**src/core/rcbd_pkg.sv**
```systemverilog
// Purpose: shared constants and types of the rx data path
// Assumes: APB with 32-bit data and 12-bit byte addresses
// Notes: bit timing follows the recovered bit clock
package rcbd_pkg;
    // register byte addresses
    localparam logic [11:0] RCBD_CTRL_ADDR = 12'h000;
    localparam logic [11:0] RCBD_STAT_ADDR = 12'h004;
    localparam logic [11:0] RCBD_DATA_ADDR = 12'h008;
    // status field positions
    localparam int RCBD_OVR_BIT = 0;
    localparam int RCBD_FULL_BIT = 1;
    localparam int RCBD_NEMPTY_BIT = 2;
    localparam int RCBD_CNT_LSB = 8;
    // control word width and reset value
    localparam int RCBD_CTRL_W = 19;
    localparam logic [18:0] RCBD_CTRL_RST = 19'h00000;
    // fifo geometry, size field steps of 16 bytes
    localparam int RCBD_AW = 6;
    localparam int RCBD_CW = 7;
    localparam int RCBD_DEPTH_MAX = 64;
    localparam logic [6:0] RCBD_SIZE_STEP = 7'h10;
    localparam logic [3:0] RCBD_LAST_BIT = 4'h7;
    // data operation modes
    typedef enum logic [1:0] {
        RCBD_CONT = 2'b00,
        RCBD_BUF = 2'b01,
        RCBD_PKT = 2'b10,
        RCBD_PKT_ALT = 2'b11
    } rcbd_dmode_e;
    // chip operating modes
    typedef enum logic [1:0] {
        RCBD_SLEEP = 2'b00,
        RCBD_STBY = 2'b01,
        RCBD_RX = 2'b10,
        RCBD_CM_RSVD = 2'b11
    } rcbd_cmode_e;
    // control word: main, interrupt and receive config groups
    typedef struct packed {
        logic [5:0] fifo_thresh;
        logic [1:0] irq1_sel;
        logic [1:0] irq0_sel;
        logic [1:0] fifo_size;
        logic fifo_fill;
        logic fill_method;
        logic bitsync_en;
        rcbd_cmode_e chip_mode;
        rcbd_dmode_e data_mode;
    } rcbd_ctrl_s;
    // demodulator side inputs, outside the mclk domain
    localparam int RCBD_LINK_W = 5;
    typedef struct packed {
        logic raw_data;
        logic sync_data;
        logic recovered_bit_clock;
        logic pattern_match;
        logic rssi_hit;
    } rcbd_link_s;
    // pins towards the host
    typedef struct packed {
        logic data;
        logic irq0;
        logic irq1;
    } rcbd_pins_s;
endpackage : rcbd_pkg

```
**src/core/rcbd_fifo.sv**
```systemverilog
// Purpose: byte fifo with programmable usable depth
// Assumes: push and pop come from mclk logic
// Notes: push when full and pop when empty are ignored
`timescale 1ns/100ps
module rcbd_fifo import rcbd_pkg::*; (
    // clock and reset
    input wire logic mclk,
    input wire logic rst_n,
    // control
    input wire logic flush,
    input wire logic push,
    input wire logic pop,
    input wire logic [1:0] size,
    // data and state
    input wire logic [7:0] wdata,
    output logic [7:0] rdata,
    output logic [RCBD_CW-1:0] count,
    output logic full,
    output logic nempty
);
    typedef struct packed {
        logic [RCBD_DEPTH_MAX-1:0][7:0] mem;
        logic [RCBD_AW-1:0] wp;
        logic [RCBD_AW-1:0] rp;
        logic [RCBD_CW-1:0] cnt;
    } rcbd_fifo_s;
    rcbd_fifo_s st_q;
    rcbd_fifo_s st_d;
    logic [RCBD_CW-1:0] depth;
    // pointer wrap; >= also covers a size shrunk under data
    function automatic logic [RCBD_AW-1:0] nxt(input logic [RCBD_AW-1:0] p, input logic [RCBD_CW-1:0] dp);
        logic [RCBD_CW-1:0] w;
        w = {1'b0, p} + 7'h01;
        nxt = (w >= dp) ? '0 : w[RCBD_AW-1:0];
    endfunction : nxt
    assign depth = RCBD_SIZE_STEP * ({5'h00, size} + 7'h01);
    assign full = st_q.cnt >= depth;
    assign nempty = st_q.cnt != 7'h00;
    assign count = st_q.cnt;
    assign rdata = st_q.mem[st_q.rp];
    // flush beats push and pop
    always_comb begin
        st_d = st_q;
        if (flush) begin
            st_d.wp = '0;
            st_d.rp = '0;
            st_d.cnt = '0;
        end else begin
            if (push && !full) begin
                st_d.mem[st_q.wp] = wdata;
                st_d.wp = nxt(st_q.wp, depth);
            end
            if (pop && nempty) begin
                st_d.rp = nxt(st_q.rp, depth);
            end
            st_d.cnt = st_q.cnt + {6'h00, push && !full} - {6'h00, pop && nempty};
        end
    end
    always_ff @(posedge mclk) begin
        if (!rst_n) begin
            st_q <= '0;
        end else begin
            st_q <= st_d;
        end
    end
endmodule : rcbd_fifo

```
**src/core/rcbd_rx_datapath.sv**
```systemverilog
// Purpose: receive data path, continuous and buffered modes
// Assumes: mclk 100 MHz, far faster than the bit clock
// Notes: packet mode values leave the pins quiet
//
// Design decisions made here: the APB slave port and the register addresses.
`timescale 1ns/100ps
// Summary of operation
// - continuous: bits to data pin, fifo idle
// - no bit sync: raw data, no clock
// - bit sync: clean data, clock on irq1
// - data changes on clock falling edge
// - buffered mode forces bit sync on
// - continuous irq0: sync, rssi or none
// - continuous standby: both irq pins quiet
// - fill starts on sync or fill bit
// - no length limit while fill set
// - full, then overrun drops shifter byte
// - buffered irq0 sources, only not-empty in standby
// - buffered irq1 sources, full/threshold in standby
// - packet handler stays inactive
// - standby readout, partial byte dropped
// - mode 00 continuous, 01 buffered, 1x packet
// - fifo depth 16, 32, 48, 64
// - writing 1 clears overrun and fifo
// - byte-written pulse one bit period
module rcbd_rx_datapath import rcbd_pkg::*; (
    // clock and reset
    input wire logic mclk,
    input wire logic rst_n,
    // apb slave
    input wire logic [11:0] paddr,
    input wire logic psel,
    input wire logic penable,
    input wire logic pwrite,
    input wire logic [31:0] pwdata,
    output logic [31:0] prdata,
    output logic pready,
    output logic pslverr,
    // demodulator and bit synchroniser, asynchronous
    input wire rcbd_link_s link_in,
    // host pins
    output rcbd_pins_s pins_out
);
    typedef struct packed {
        rcbd_ctrl_s ctrl;
        logic ovr;
        logic clk_d;
        logic match_d;
        logic [7:0] bit_to_byte_shifter;
        logic [3:0] nbits;
        logic wb;
        logic dout;
        logic irq0;
        logic irq1;
    } rcbd_st_s;
    rcbd_st_s st_q;
    rcbd_st_s st_d;
    rcbd_link_s lk;
    rcbd_ctrl_s wctrl;
    logic cont;
    logic buf_m;
    logic rx;
    logic stby;
    logic bs_on;
    logic tick;
    logic fall;
    logic filling;
    logic byte_done;
    logic push;
    logic pop;
    logic flush;
    logic wr_acc;
    logic rd_acc;
    logic wr_ctrl;
    logic ovr_clr;
    logic sync_start;
    logic thr;
    logic [7:0] f_rdata;
    logic [RCBD_CW-1:0] f_count;
    logic f_full;
    logic f_nempty;

    // all link inputs cross into mclk before use
    rcbd_sync2 #(.W(RCBD_LINK_W)) u_sync (
        .mclk(mclk),
        .rst_n(rst_n),
        .d(link_in),
        .q(lk)
    );

    // byte storage behind the data register
    rcbd_fifo u_fifo (
        .mclk(mclk),
        .rst_n(rst_n),
        .flush(flush),
        .push(push),
        .pop(pop),
        .size(st_q.ctrl.fifo_size),
        .wdata({st_q.bit_to_byte_shifter[6:0], lk.sync_data}),
        .rdata(f_rdata),
        .count(f_count),
        .full(f_full),
        .nempty(f_nempty)
    );

    // mode decode
    assign cont = st_q.ctrl.data_mode == RCBD_CONT;
    assign buf_m = st_q.ctrl.data_mode == RCBD_BUF;
    assign rx = st_q.ctrl.chip_mode == RCBD_RX;
    assign stby = st_q.ctrl.chip_mode == RCBD_STBY;
    // bit sync forced on in buffered mode
    assign bs_on = st_q.ctrl.bitsync_en || buf_m;

    // bit clock edges seen from mclk
    assign tick = lk.recovered_bit_clock && !st_q.clk_d;
    assign fall = !lk.recovered_bit_clock && st_q.clk_d;

    // apb access decode, zero wait states
    assign wr_acc = psel && penable && pwrite;
    assign rd_acc = psel && penable && !pwrite;
    assign wr_ctrl = wr_acc && paddr == RCBD_CTRL_ADDR;
    assign ovr_clr = wr_acc && paddr == RCBD_STAT_ADDR && pwdata[RCBD_OVR_BIT];
    assign wctrl = rcbd_ctrl_s'(pwdata[RCBD_CTRL_W-1:0]);
    assign pready = 1'b1;

    // sync rising edge opens filling when fill method is 0
    assign sync_start = buf_m && rx && !st_q.ctrl.fill_method && lk.pattern_match && !st_q.match_d;

    // shifter runs only while buffered, receiving and filling
    assign filling = buf_m && rx && st_q.ctrl.fifo_fill;
    assign byte_done = filling && tick && st_q.nbits == RCBD_LAST_BIT;

    // flush: standby to rx, sleep, or overrun clear
    always_comb begin
        flush = ovr_clr;
        if (st_q.ctrl.chip_mode == RCBD_SLEEP) begin
            flush = 1'b1;
        end
        if (wr_ctrl && stby && wctrl.chip_mode == RCBD_RX) begin
            flush = 1'b1;
        end
    end

    // only buffered mode touches the fifo
    assign push = byte_done && !f_full && !flush;
    assign pop = rd_acc && paddr == RCBD_DATA_ADDR && buf_m && (rx || stby);

    // threshold source, high once count passes the threshold
    assign thr = f_count > {1'b0, st_q.ctrl.fifo_thresh};

    // next state of the whole block
    always_comb begin
        st_d = st_q;
        st_d.clk_d = lk.recovered_bit_clock;
        st_d.match_d = lk.pattern_match;
        if (wr_ctrl) begin
            st_d.ctrl = wctrl;
        end
        // hardware set beats software clear of fill
        if (sync_start) begin
            st_d.ctrl.fifo_fill = 1'b1;
        end
        if (ovr_clr) begin
            st_d.ovr = 1'b0;
        end
        // a late byte while full is lost, flag wins
        if (byte_done && f_full) begin
            st_d.ovr = 1'b1;
        end
        // a partial byte never survives leaving rx
        if (!filling) begin
            st_d.nbits = 4'h0;
            st_d.wb = 1'b0;
        end else if (tick) begin
            st_d.bit_to_byte_shifter = {st_q.bit_to_byte_shifter[6:0], lk.sync_data};
            st_d.nbits = byte_done ? 4'h0 : st_q.nbits + 4'h1;
            // held until the next bit clock rise
            st_d.wb = push;
        end
        // data pin: continuous rx only, else held low
        st_d.dout = 1'b0;
        if (cont && rx) begin
            if (!bs_on) begin
                st_d.dout = lk.raw_data;
            end else if (fall) begin
                st_d.dout = lk.sync_data;
            end else begin
                st_d.dout = st_q.dout;
            end
        end
        // interrupt pins; none selected means low
        st_d.irq0 = 1'b0;
        st_d.irq1 = 1'b0;
        case (st_q.ctrl.data_mode)
            RCBD_CONT: begin
                // standby gives neither pin a source
                if (rx) begin
                    case (st_q.ctrl.irq0_sel)
                        2'b00: st_d.irq0 = lk.pattern_match;
                        2'b01: st_d.irq0 = lk.rssi_hit;
                        default: st_d.irq0 = 1'b0;
                    endcase
                    st_d.irq1 = bs_on && lk.recovered_bit_clock;
                end
            end
            RCBD_BUF: begin
                case (st_q.ctrl.irq0_sel)
                    2'b01: st_d.irq0 = rx && st_q.wb;
                    2'b10: st_d.irq0 = (rx || stby) && f_nempty;
                    2'b11: st_d.irq0 = rx && lk.pattern_match;
                    default: st_d.irq0 = 1'b0;
                endcase
                case (st_q.ctrl.irq1_sel)
                    2'b01: st_d.irq1 = (rx || stby) && f_full;
                    2'b10: st_d.irq1 = rx && lk.rssi_hit;
                    2'b11: st_d.irq1 = (rx || stby) && thr;
                    default: st_d.irq1 = 1'b0;
                endcase
            end
            default: begin
                st_d.irq0 = 1'b0;
                st_d.irq1 = 1'b0;
            end
        endcase
    end

    // single state register
    always_ff @(posedge mclk) begin
        if (!rst_n) begin
            st_q <= '0;
            st_q.ctrl <= rcbd_ctrl_s'(RCBD_CTRL_RST);
        end else begin
            st_q <= st_d;
        end
    end

    // read mux; unmapped addresses answer with an error
    always_comb begin
        prdata = 32'h0000_0000;
        pslverr = 1'b0;
        case (paddr)
            RCBD_CTRL_ADDR: prdata[RCBD_CTRL_W-1:0] = st_q.ctrl;
            RCBD_STAT_ADDR: begin
                prdata[RCBD_OVR_BIT] = st_q.ovr;
                prdata[RCBD_FULL_BIT] = f_full;
                prdata[RCBD_NEMPTY_BIT] = f_nempty;
                prdata[RCBD_CNT_LSB +: RCBD_CW] = f_count;
            end
            // fifo is inactive in continuous mode
            RCBD_DATA_ADDR: prdata[7:0] = buf_m ? f_rdata : 8'h00;
            default: pslverr = psel && penable;
        endcase
    end

    assign pins_out = '{data: st_q.dout, irq0: st_q.irq0, irq1: st_q.irq1};
endmodule : rcbd_rx_datapath

```
**src/core/rcbd_sync2.sv**
```systemverilog
// Purpose: two flip-flop level synchroniser
// Assumes: inputs are levels from another clock domain
// Notes: first stage is read by the second stage only
`timescale 1ns/100ps
module rcbd_sync2 import rcbd_pkg::*; #(parameter int W = 1) (
    // clock and reset
    input wire logic mclk,
    input wire logic rst_n,
    // asynchronous levels in, synchronised out
    input wire logic [W-1:0] d,
    output logic [W-1:0] q
);
    typedef struct packed {
        logic [W-1:0] s1;
        logic [W-1:0] s2;
    } rcbd_sy_s;
    rcbd_sy_s st_q;
    rcbd_sy_s st_d;
    // shift chain
    always_comb begin
        st_d.s1 = d;
        st_d.s2 = st_q.s1;
    end
    always_ff @(posedge mclk) begin
        if (!rst_n) begin
            st_q <= '0;
        end else begin
            st_q <= st_d;
        end
    end
    assign q = st_q.s2;
endmodule : rcbd_sync2

```
**config.mk**
```make
export PLATFORM = sky130hd
export DESIGN_NAME = rcbd_rx_datapath
export DESIGN_NICKNAME = d
export VERILOG_FILES = /design/src/core/rcbd_pkg.sv /design/src/core/rcbd_fifo.sv /design/src/core/rcbd_rx_datapath.sv /design/src/core/rcbd_sync2.sv
export SDC_FILE = /design/constraint.sdc
export NUM_CORES = 2
export LEC_CHECK = 0
export ABC_AREA = 1
export ABC_CLOCK_PERIOD_IN_PS = 7980
export BUFFER_PORTS_ARGS = -buffer_cell sky130_fd_sc_hd__buf_2
export CORE_MARGIN = 2
export CORE_UTILIZATION = 61
export DETAILED_ROUTE_END_ITERATION = 12
export PLACE_DENSITY = 0.78
export SLEW_MARGIN = 25
export SYNTH_ARGS = -nofsm -noshare
export SYNTH_HDL_FRONTEND = slang
export SYNTH_SLANG_ARGS = --single-unit
```
**constraint.sdc**
```tcl
create_clock -name mclk -period 7.98 [get_ports mclk]
set_clock_uncertainty 0.05 [all_clocks]
set_input_delay 1.596 -clock mclk [delete_from_list [all_inputs] [get_ports mclk]]
set_output_delay 1.596 -clock mclk [all_outputs]
set_load 0.01 [all_outputs]
```
==> reports/qor.txt <==
Hold-fix buffers, CTS -> 0
Synth Flop Type -> dfxtp_1
arrival time at the worst endpoint -> 4.03 ns
DR vias -> 30.22k
GR Util All Layers -> 0.3602
root buffer cell -> clkbuf_16
Synth top area share -> 0.3979
die width -> 222.3 microns
Initial Utilization -> 0.6142
Core Util, Final -> 0.6535
leak pwr -> 10.87 nW
Tcrit/Tclk final -> 0.7118
register area share after synthesis -> 0.3979
Syn Area/Cell -> 6.839 sq um
worst hold path class -> reg -> reg
synthesis-to-layout area growth -> 6.398%
initial antenna violation count -> 0
vias in the first global route -> 26.81k
Worst-Margin Slew -> 1.166 ns
Setup-failing EPs final -> 0
Worst Setup End Kind -> output port
setup TNS -> 0 ns
Detailed Route WL -> 93220 microns
Pwr Density -> 186.6 mW/mm^2
Filler Cells Inserted -> 4334
Synth Cell Area -> 0.02908 sq mm
H-tree levels -> 2
IO Port Bufs -> 63
Yosys top cell by area -> dfxtp_1
Reg clk slew, reported paths -> 0.06 ns
Routed WL per cell -> 19.81 microns
fmax -> 0.1761 GHz
pin count of the biggest net entering global routing -> 265
Worst EP required -> 6.33 ns
IO Pins -> 91
grt ovf -> 0
Site Rows -> 80
Final Hold Viols -> 0
CP Launch Type -> flop
final RePlAce weighted congestion -> 0.9216
crit path max fanout -> 83
critical path class -> reg -> out
ys async rst share -> 0
Setup Buffers After CTS -> 0
synth top area cells -> dfxtp_1 (40%), nand2_1 (13%), nand4_1 (12%)
Synth Instances -> 4252
number of synthesized register bits -> 578
total of max-cap violations -> 0
drt drc -> 0
Final Max Tran Viols -> 0
synth cell count leaders -> nand2_1 (1030), a21oi_1 (581), dfxtp_1 (578)
worst-skew pair later-pin latency -> 0.64 ns
DRT Pass-1 Iters -> 8
Vias/cell -> 6.422
Final #Nets -> 4126
Longest Clk Path Bufs -> 3
Post-synth EDFFs -> 0
first-pass GRT wire length -> 145700 microns
VDD IR max -> 0.0001701 V
ANT nets after route -> 0
Num CTS Buffers -> 60
Die Area -> 0.04943 sq mm
ANT cells -> 0
status -> complete, no violations
Synth Warn # -> 0
Clock Sinks -> 578
unrepaired setup endpoints after global routing -> no
core footprint -> 0.04735 sq mm
Min Clock Period, post-route -> 5.680 ns
DP HPWL -> 49830 microns
CTS tree -> done
Cell variety after synth -> 38
Die Span Y -> 222.3 microns
relative slew slack -> 0.2226
share of cells above drive strength 1 -> 0.07457
# resized after CTS -> 0
initial drt markers -> 4201
most common cell in the netlist -> nand2_1
-- cells in the final DEF (no fill, tap or decap), types with 2 or more instances in the layout --
cell,netlist,routed
nand2_1,1030,1030
a21oi_1,581,581
dfxtp_1,578,568
nand4_1,544,544
nor2_1,416,415
nand3_1,220,220
o21ai_0,194,194
inv_1,132,131
buf_2,112,63
clkbuf_16,0,61
nor2_2,41,42
ha_1,28,28
nand4_2,27,27
buf_4,24,24
clkbuf_8,0,21
nand3_2,16,15
clkbuf_1,206,15
conb_1,2,14
clkinv_2,0,11
dfxtp_4,0,10
nor3_1,9,9
buf_12,0,8
clkinv_1,7,7
o22ai_1,7,7
or2_2,6,6
xor2_1,6,6
nor2_4,5,5
inv_2,6,3
nor4_1,3,3
nand2_2,2,2
xnor2_1,2,2
o211ai_1,2,2
-- path summary, 6_finish.rpt --
kind	slack [ns]	depth (start not counted)	end	start
min reg2reg	0.36	2	u_sync.q[1]	u_sync.st_d[1]
max	2.30	12	prdata[1]	u_fifo.st_q[8]
min	0.36	2	u_sync.q[1]	u_sync.st_d[1]
max reg2reg	3.66	12	u_fifo.st_q[73]	st_q[26]
-- layer usage --
layer	share of wire	vias up	global-route usage
li1	-	14183	-
met1	0.40	14008	0.4921
met2	0.44	1700	0.5434
met3	0.11	324	0.07564
met4	0.050	0	0.1734
met5	0	-	0
-- state kept, by name (all words and copies together) (netlist names) --
| name | count |
|---|---|
| u_fifo.st_q | 524 |
| u_sync.st_d | 5 |
| u_sync.q | 5 |
| st_q | 34 |
| pins_out | 3 |
| u_fifo.count | 7 |
-- worst max-delay path: stages, from the launching register on --
cell and delay (ns):
dfxtp_4 0.54, inv_4 0.77, buf_4 0.65, nand3_1 0.14, nand3_1 0.11, nand2_1 0.05, a21oi_1 0.43, nand2_1 0.09
nand3_1 0.08, nand2_1 0.15, nand2_1 0.10, nand2_1 0.07, buf_2 0.15
-- layout make-up --
type                       instances  area (sq um)  area share
sequential                       578         11610      0.3752
inverter                         145         560.5     0.01812
multi-input combinational       3162         15360      0.4964
timing repair buffer              96         683.2     0.02208
clock inverter                    12         87.58    0.002831
tap                              615         769.5     0.02487
clock buffer                      97          1872     0.06050
-- power by group --
group | leakage [nW] | switching (mW) | total, mW | internal [mW]
Sequential | 4.66 | 0.00694 | 2.89 | 2.88
Clock | 0.974 | 1.19 | 2.81 | 1.62
Combinational | 5.24 | 0.0593 | 0.0728 | 0.0135
Total | 10.9 | 1.25 | 5.77 | 4.52
-- stage by stage --
step                power (mW)  worst slack, ns  std cells  hold WS, ns  area (sq um)
floorplan                3.009            3.445       4264       0.3405         29120
global placement         3.026            3.057       4593       0.3446         28910
detailed placement       3.026            3.050       4593       0.3499         28910
CTS                      5.778            2.394       4702       0.3602         30870
global route             5.909            2.180       4705       0.3854         30940
finish                   5.773            2.300       4705       0.3554         30940
-- cells by family after synthesis --
| group | after synthesis | synth area share |
|---|---|---|
| XOR/XNOR | 8 | 0.002410 |
| buffers and inverters | 524 | 0.07581 |
| flip-flops | 578 | 0.3979 |
| other | 2 | 0.0002583 |
| adder cells (fa/ha/maj) | 29 | 0.01274 |
| AO/OA/AOI/OAI | 790 | 0.1370 |
| AND/OR/NAND/NOR | 2321 | 0.3738 |
(Power assumes the default switching activity.)
